$ cat src/inc/psc_pkg.sv
// Constants shared by the power stage control select block.
// Assumes one 20 MHz system clock; serial pins arrive synchronous to it.
package psc_pkg;

	// ----------------------------------------------------------------
	// Channel and register layout
	// ----------------------------------------------------------------
	localparam int NUM_CH = 6;
	localparam int CH_LSB = 2;
	localparam int CH_MSB = 7;
	localparam logic [7:0] CTRL_RESET = 8'hff;
	localparam logic [1:0] UNUSED_READ = 2'h3;

	// ----------------------------------------------------------------
	// Serial frame layout
	// ----------------------------------------------------------------
	localparam int FRAME_W = 16;
	localparam int CNT_W = 5;
	localparam logic [4:0] CNT_MAX = 5'h1f;
	localparam logic [4:0] FRAME_BITS = 5'h10;
	localparam logic [4:0] PREFIX_BITS = 5'h02;
	localparam logic [4:0] CMD_BITS = 5'h08;
	localparam logic [3:0] FIRST_BIT = 4'hf;
	localparam logic [4:0] BIT_TOP = 5'h10;
	localparam logic [1:0] ADDR_PREFIX = 2'h2;
	localparam logic [1:0] FIRST_PAD = 2'h3;

	// Six-bit command codes, the two don't-care bits dropped
	localparam logic [5:0] WRITE_SERIAL_STATE_CMD = 6'h26;
	localparam logic [5:0] READ_SERIAL_STATE_CMD = 6'h25;
	localparam logic [5:0] WRITE_PARALLEL_SELECT_CMD = 6'h2a;
	localparam logic [5:0] READ_PARALLEL_SELECT_CMD = 6'h29;

	// Diagnostics live outside this block; report healthy stages
	localparam logic [5:0] DIAG_FIRST_IDLE = 6'h3f;
	localparam logic [7:0] DIAG_SECOND_IDLE = 8'hff;

endpackage
$ cat src/inc/psc_frame_if.sv
// Carrier between the serial frame receiver and the control core.
// Assumes both ends run on the same system clock.
`timescale 1ns/1ps
interface psc_frame_if;
	logic active;
	logic fall_pulse;
	logic frame_done;
	logic [4:0] fall_cnt;
	logic [4:0] rise_cnt;
	logic [15:0] shift_word;

	modport rx(output active, fall_pulse, frame_done, fall_cnt, rise_cnt, shift_word);
	modport core(input active, fall_pulse, frame_done, fall_cnt, rise_cnt, shift_word);
endinterface

$ cat src/hw/psc_frame_rx.sv
// Serial frame receiver: shifts select-low frames and counts clock edges.
// Assumes chip select, serial clock and data are synchronous to clk_sys_in
// and the serial clock is far slower than the system clock.
`timescale 1ns/1ps
module psc_frame_rx (
	input wire logic clk_sys_in,
	input wire logic arst_n_in,
	input wire logic cs_n_in,
	input wire logic sclk_in,
	input wire logic si_in,
	psc_frame_if.rx frame
);
	import psc_pkg::*;

	logic sclk_prev_reg, sclk_prev_next;
	logic cs_n_prev_reg, cs_n_prev_next;
	logic [15:0] shift_reg, shift_next;
	logic [4:0] fall_cnt_reg, fall_cnt_next;
	logic [4:0] rise_cnt_reg, rise_cnt_next;
	logic sclk_fall, sclk_rise;

	// ----------------------------------------------------------------
	// Edge detection and frame boundaries
	// ----------------------------------------------------------------
	// Edges only count while select is low; anything else is ignored
	assign sclk_fall = sclk_prev_reg & ~sclk_in & ~cs_n_in;
	assign sclk_rise = ~sclk_prev_reg & sclk_in & ~cs_n_in;
	assign frame.active = ~cs_n_in;
	assign frame.fall_pulse = sclk_fall;
	assign frame.frame_done = ~cs_n_prev_reg & cs_n_in;
	assign frame.fall_cnt = fall_cnt_reg;
	assign frame.rise_cnt = rise_cnt_reg;
	assign frame.shift_word = shift_reg;

	// Next state: shift on falling edges, saturate the counters
	always_comb begin
		sclk_prev_next = sclk_in;
		cs_n_prev_next = cs_n_in;
		shift_next = shift_reg;
		fall_cnt_next = fall_cnt_reg;
		rise_cnt_next = rise_cnt_reg;
		if (cs_n_in) begin
			// Counters clear between frames, after frame_done was seen
			fall_cnt_next = '0;
			rise_cnt_next = '0;
		end else begin
			if (sclk_fall) begin
				shift_next = {shift_reg[14:0], si_in};
				// Saturation keeps long frames from wrapping back to 16
				if (fall_cnt_reg != CNT_MAX) begin
					fall_cnt_next = fall_cnt_reg + 5'h01;
				end
			end
			if (sclk_rise && rise_cnt_reg != CNT_MAX) begin
				rise_cnt_next = rise_cnt_reg + 5'h01;
			end
		end
	end

	// Registers; reset clears the shift register
	always_ff @(posedge clk_sys_in or negedge arst_n_in) begin
		if (!arst_n_in) begin
			sclk_prev_reg <= 1'b0;
			cs_n_prev_reg <= 1'b1;
			shift_reg <= '0;
			fall_cnt_reg <= '0;
			rise_cnt_reg <= '0;
		end else begin
			sclk_prev_reg <= sclk_prev_next;
			cs_n_prev_reg <= cs_n_prev_next;
			shift_reg <= shift_next;
			fall_cnt_reg <= fall_cnt_next;
			rise_cnt_reg <= rise_cnt_next;
		end
	end

endmodule

$ cat src/hw/psc_top.sv
// Control selection for six low-side power stages behind a serial port.
// Assumes all pins are synchronous to clk_sys_in; arst_n_in is the reset pin.
// Operation
// - A one in a channel's parallel-select bit routes its direct input, a zero its serial bit.
// - Under serial control a zero serial-state bit turns the stage on and a one turns it off.
// - Under parallel control the stage is on when direct input equals the polarity pin.
// - Serial channels ignore direct input and polarity; parallel channels ignore serial bits.
// - Parallel-select bits for channels 6..1 sit in bits 7..2 and reset to all ones.
// - Serial-state bits for channels 6..1 sit in bits 7..2 and reset to all ones.
// - The two low bits of both registers always read back as ones.
// - Reset low forces every stage off and clears the serial shift register.
// - A write lands only when exactly sixteen serial clock pulses came in the frame.
`timescale 1ns/1ps
module psc_top
	import psc_pkg::*;
(
	input wire logic clk_sys_in,
	input wire logic arst_n_in,
	input wire logic cs_n_in,
	input wire logic sclk_in,
	input wire logic si_in,
	output logic so_out,
	output logic so_oe_out,
	input wire logic input_polarity_pin_in,
	input wire logic [psc_pkg::NUM_CH-1:0] channel_direct_input_in,
	output logic [psc_pkg::NUM_CH-1:0] power_stage_output_out
);
	import psc_pkg::*;

	psc_frame_if frame();

	logic [NUM_CH-1:0] parallel_select_reg, parallel_select_next;
	logic [NUM_CH-1:0] serial_state_reg, serial_state_next;
	logic [NUM_CH-1:0] stage_on_reg, stage_on_next;
	logic [5:0] cmd_reg, cmd_next;
	logic prefix_ok_reg, prefix_ok_next;
	logic so_reg, so_next;
	logic frame_ok;
	logic [5:0] frame_cmd;
	logic [NUM_CH-1:0] frame_data;
	logic [7:0] second_byte;
	logic [15:0] tx_word;
	logic [3:0] tx_idx;

	// Channel source selection for the output path; the checks work it out on their own
	function automatic logic [NUM_CH-1:0] stage_select(input logic [NUM_CH-1:0] sel,
		input logic [NUM_CH-1:0] ser, input logic [NUM_CH-1:0] din, input logic pol);
		logic [NUM_CH-1:0] par_on;
		par_on = din ~^ {NUM_CH{pol}};
		return (sel & par_on) | (~sel & ~ser);
	endfunction

	// ----------------------------------------------------------------
	// Frame receiver
	// ----------------------------------------------------------------
	psc_frame_rx u_rx (
		.clk_sys_in(clk_sys_in),
		.arst_n_in(arst_n_in),
		.cs_n_in(cs_n_in),
		.sclk_in(sclk_in),
		.si_in(si_in),
		.frame(frame.rx)
	);

	// ----------------------------------------------------------------
	// Control registers
	// ----------------------------------------------------------------
	// Frame fields as they stand when select rises
	assign frame_ok = frame.frame_done && frame.fall_cnt == FRAME_BITS;
	assign frame_cmd = frame.shift_word[15:10];
	assign frame_data = frame.shift_word[CH_MSB:CH_LSB];

	// Register updates; the low two data bits are dropped, not stored
	always_comb begin
		parallel_select_next = parallel_select_reg;
		serial_state_next = serial_state_reg;
		if (frame_ok && frame_cmd == WRITE_PARALLEL_SELECT_CMD) begin
			parallel_select_next = frame_data;
		end
		if (frame_ok && frame_cmd == WRITE_SERIAL_STATE_CMD) begin
			serial_state_next = frame_data;
		end
	end

	always_ff @(posedge clk_sys_in or negedge arst_n_in) begin
		if (!arst_n_in) begin
			parallel_select_reg <= CTRL_RESET[CH_MSB:CH_LSB];
			serial_state_reg <= CTRL_RESET[CH_MSB:CH_LSB];
		end else begin
			parallel_select_reg <= parallel_select_next;
			serial_state_reg <= serial_state_next;
		end
	end

	// ----------------------------------------------------------------
	// Power stage drive
	// ----------------------------------------------------------------
	// Registered so reset can hold every stage off regardless of inputs
	always_comb begin
		stage_on_next = stage_select(parallel_select_reg, serial_state_reg,
			channel_direct_input_in, input_polarity_pin_in);
	end

	always_ff @(posedge clk_sys_in or negedge arst_n_in) begin
		if (!arst_n_in) begin
			stage_on_reg <= '0;
		end else begin
			stage_on_reg <= stage_on_next;
		end
	end

	assign power_stage_output_out = stage_on_reg;

	// ----------------------------------------------------------------
	// Serial read-back
	// ----------------------------------------------------------------
	// Second byte chosen from the command once eight bits have arrived
	always_comb begin
		unique case (cmd_reg)
			READ_PARALLEL_SELECT_CMD: second_byte = {parallel_select_reg, UNUSED_READ};
			READ_SERIAL_STATE_CMD: second_byte = {serial_state_reg, UNUSED_READ};
			default: second_byte = DIAG_SECOND_IDLE;
		endcase
		tx_word = {FIRST_PAD, DIAG_FIRST_IDLE, second_byte};
		// Bit 15 stands from select low through the first rising edge; each later rising edge up to the sixteenth moves one bit on
		if (frame.rise_cnt == '0) begin
			tx_idx = FIRST_BIT;
		end else if (frame.rise_cnt > BIT_TOP) begin
			tx_idx = '0;
		end else begin
			tx_idx = 4'(BIT_TOP - frame.rise_cnt);
		end
		so_next = tx_word[tx_idx];
		cmd_next = cmd_reg;
		prefix_ok_next = prefix_ok_reg;
		if (!frame.active) begin
			cmd_next = '0;
			prefix_ok_next = 1'b0;
		end else begin
			if (frame.fall_cnt == PREFIX_BITS) begin
				prefix_ok_next = frame.shift_word[1:0] == ADDR_PREFIX;
			end
			if (frame.fall_cnt == CMD_BITS) begin
				cmd_next = frame.shift_word[7:2];
			end
		end
	end

	always_ff @(posedge clk_sys_in or negedge arst_n_in) begin
		if (!arst_n_in) begin
			cmd_reg <= '0;
			prefix_ok_reg <= 1'b0;
			so_reg <= 1'b1;
		end else begin
			cmd_reg <= cmd_next;
			prefix_ok_reg <= prefix_ok_next;
			so_reg <= so_next;
		end
	end

	// Other devices may share select, so drive only once addressed
	assign so_oe_out = frame.active && prefix_ok_reg && frame.fall_cnt >= PREFIX_BITS;
	assign so_out = so_reg;
endmodule

$ cat config.mk
export PLATFORM = sky130hd
export DESIGN_NAME = psc_top
export DESIGN_NICKNAME = d
export VERILOG_FILES = /design/src/inc/psc_pkg.sv /design/src/inc/psc_frame_if.sv /design/src/hw/psc_frame_rx.sv /design/src/hw/psc_top.sv
export SDC_FILE = /design/constraint.sdc
export NUM_CORES = 1
export LEC_CHECK = 0
export ABC_AREA = 1
export BUFFER_PORTS_ARGS = -buffer_cell sky130_fd_sc_hd__buf_2
export CAP_MARGIN = 20
export CORE_ASPECT_RATIO = 1.5
export CORE_MARGIN = 8
export CORE_UTILIZATION = 55
export CTS_CLUSTER_SIZE = 25
export DETAILED_ROUTE_END_ITERATION = 6
export PLACE_DENSITY = 0.85
export SLEW_MARGIN = 20
export SYNTH_ARGS = -nofsm -noshare
export SYNTH_HDL_FRONTEND = slang
export SYNTH_SLANG_ARGS = --single-unit
$ cat constraint.sdc
create_clock -name clk_sys_in -period 2.2 [get_ports clk_sys_in]
set_input_delay 0.66 -clock clk_sys_in [delete_from_list [all_inputs] [get_ports clk_sys_in]]
set_output_delay 0.66 -clock clk_sys_in [all_outputs]
set_load 0.05 [all_outputs]
==> flow_metrics.tcl <==
set metrics [dict create \
    clk_pin_slew_ps 90 \
    yosys_warnings 0 \
    p_total_w 0.00193 \
    period_needed_ps 2120 \
    fmaxAchievable_ghz 0.471 \
    diodes 0 \
    synth_xor_area_share_pct 2.02 \
    start_util_pct 57.2 \
    cts_buffers 5 \
    synth.most_common_cell "nand2_1" \
    clock_latency_ps 300 \
    seq_area_frac_synth_pct 52.6 \
    critPathBufInv 2 \
    finalCritPeriodShare_pct 96.4 \
    fp.dieH_um 100 \
    hold-worst-slack_ps 332 \
    yosysTopAreaCellShare_pct 38.5 \
    utilization_pct 63.6 \
    dp_hpwl_um 3610 \
    final.setup.tns_ps 0 \
    synth_compound_area_share_pct 13.7 \
    vdd_drop_max_v 0.000471 \
    synth_top_family_by_area "simple AND/OR/NAND/NOR gates" \
    cp.arrival_ps 1460 \
    synth_commonest_cells "nand2_1 (64), dfrtp_1 (40), inv_1 (26), nand3_1 (23), nor2_1 (19)" \
    syn2layout_area_growth_pct 11.1 \
    cts.htree.levels 2 \
    crit_family "flip-flops" \
    die_x_um 72.1 \
    clockRootBuffer "clkbuf_8" \
    path_cells "nor2_4, nand2_1, o311ai_1, inv_1, buf_6" \
    io_buffers 19 \
    final_antenna_net_count 0 \
    power_density_mw_per_mm2 666 \
    path_class "reg -> out" \
    via_per_inst 5.23 \
    track_usage_pct 14.6 \
    hp-class "in -> async" \
    grt_pass1_vias 1951 \
    drive_gt1_share_pct 24.4 \
    cp-start-kind "register" \
    pre_cts_ws_ps 287 \
    netlist_area_mm2 0.00260 \
    synth.avg_cell_area_um2 9.00 \
    drcViolationCount 0 \
    grt_pass1_wl_um 8460 \
    largest_reg_flops 16 \
    place_congestion 0.801 \
    ys.flop_type "dfrtp_1" \
    wl_per_cell_um 13.0 \
    setup_slack_ps 78.2 \
    synth_edf_count 0 \
    drt_iter0_drc 174 \
    grt_max_degree 55 \
    maxSlewViolCount 0 \
    synth_cell_type_count 28 \
    status "finished clean" \
    final_nets 333 \
    cap_violations 0 \
    postCtsHoldBufs 0 \
    synth-simple-area-share_pct 20.3 \
    synth_area_leaders "dfrtp_1 (38%), dfstp_2 (14%), nand2_1 (9.2%)" \
    clock-sinks 54 \
    skew_ps 4.15 \
    syn_nets 308 \
    drtPass1Iterations 4 \
    totalWireLength_um 4920 \
    cts_tree "built" \
    crit_path_max_fanout 4 \
    final-setup-viol-count 0 \
    clk_path_buf_depth 2 \
    yosys_register_bits 54 \
    end_kind "output port" \
    synth_mux_area_share_pct 0.866 \
    synth_cells 289 \
    critPathMaxStageDelay_ps 450 \
    required_ps 1540 \
    antenna_found_initial 0 \
    slowest_stage "dfrtp_2" \
    rows 30 \
    synth_fa_ha_area_share_pct 3.37 \
    maxSlewHeadroom_pct 73.1 \
    worstMarginPinSlew_ps 403 \
    power.leakage_nw 1.29 \
    vias 1982 \
    gr-total-overflow 0 \
    die-area_mm2 0.00723 \
    rsz0062_at_grt "no" \
    core-area_mm2 0.00454 \
    synth-async-reset-ratio_pct 100 \
    yosysTopAreaCell "dfrtp_1" \
    hold_viol 0 \
    io_pins 20 \
]
cell usage in the layout, fill, tap and decap left out, types with 7 or more instances in the layout:
cell type	synthesis	final
a21oi_1	9	9
inv_1	26	25
o21ai_1	10	10
inv_2	8	9
dfrtp_1	40	39
nand2_1	64	64
dfstp_2	14	14
o21ai_0	17	17
nor2_1	19	18
o21ai_2	12	12
buf_2	4	18
ha_1	7	7
nand3_1	23	23
power breakdown:
part           total [W]  internal, W  switching, W
Combinational   0.000252    0.0000826      0.000170
Clock           0.000559     0.000255      0.000305
Sequential       0.00111      0.00107     0.0000443
Total            0.00193      0.00141      0.000519
final timing paths:
check / start / endpoint / slack [ps] / cells past startpoint
worst max-delay path: u_rx.frame.fall_cnt[2]$_DFFE_PN0P_ / so_oe_out / 80 / 5
worst min-delay path: arst_n_in / u_rx.frame.rise_cnt[2]$_DFFE_PN0P_ / 330 / 2
worst max register to register: u_rx.frame.fall_cnt[0]$_DFFE_PN0P_ / u_rx.frame.fall_cnt[3]$_DFFE_PN0P_ / 270 / 9
worst min register to register: u_rx.frame.shift_word[2]$_DFFE_PN0P_ / u_rx.frame.shift_word[2]$_DFFE_PN0P_ / 500 / 2
max in group asynchronous: arst_n_in / serial_state_reg[1]$_DFFE_PN1P_ / 1580 / 2
min in group clk_sys_in: sclk_in / u_rx.sclk_prev_reg$_DFF_PN0_ / 480 / 1
repair_timing:
item / 4_1_cts / 5_1_grt
pin swaps: 0 / 1
buffers inserted: 1 / 1
setup endpoints to repair: 1 / 1
hold endpoints to repair: 0 / 0
resized for setup: 1 / 5
cells by family after synthesis:
logic type / count (synthesis)
adder cells (fa/ha/maj): 7
buffers and inverters: 42
flip-flops: 54
AO/OA/AOI/OAI: 58
multiplexers: 2
XOR/XNOR: 6
AND/OR/NAND/NOR: 120
worst register-to-register path: cells and delay by family (launching register included):
family	cells	cell delay [ps]
compound gates	2	240
fa+ha+maj	2	390
flops	1	390
simple gates	4	670
buf+inv	1	140
per-stage QoR:
stage | cells | area, µm²
after floorplan | 289 | 2600
after global placement | 369 | 2770
after detailed placement | 369 | 2770
after CTS | 378 | 2870
after global routing | 379 | 2890
final | 379 | 2890
layout make-up:
type / count / area [µm²]
Inverter: 34 / 128
Tap cell: 64 / 80.1
Clock buffer: 7 / 86.3
Fill cell: 388 / 1650
Clock inverter: 1 / 5.00
Multi-Input combinational cell: 193 / 1050
Sequential cell: 54 / 1370
Timing Repair Buffer: 26 / 166
per-layer routing:
metal  part of all wire (%)  global-route usage [%]
met1                     40                    14.6
met2                     53                    26.9
met3                    4.2                    3.79
met4                    2.8                    7.11
met5                      0                       0
Note: power is estimated with default switching activity, not from simulation.
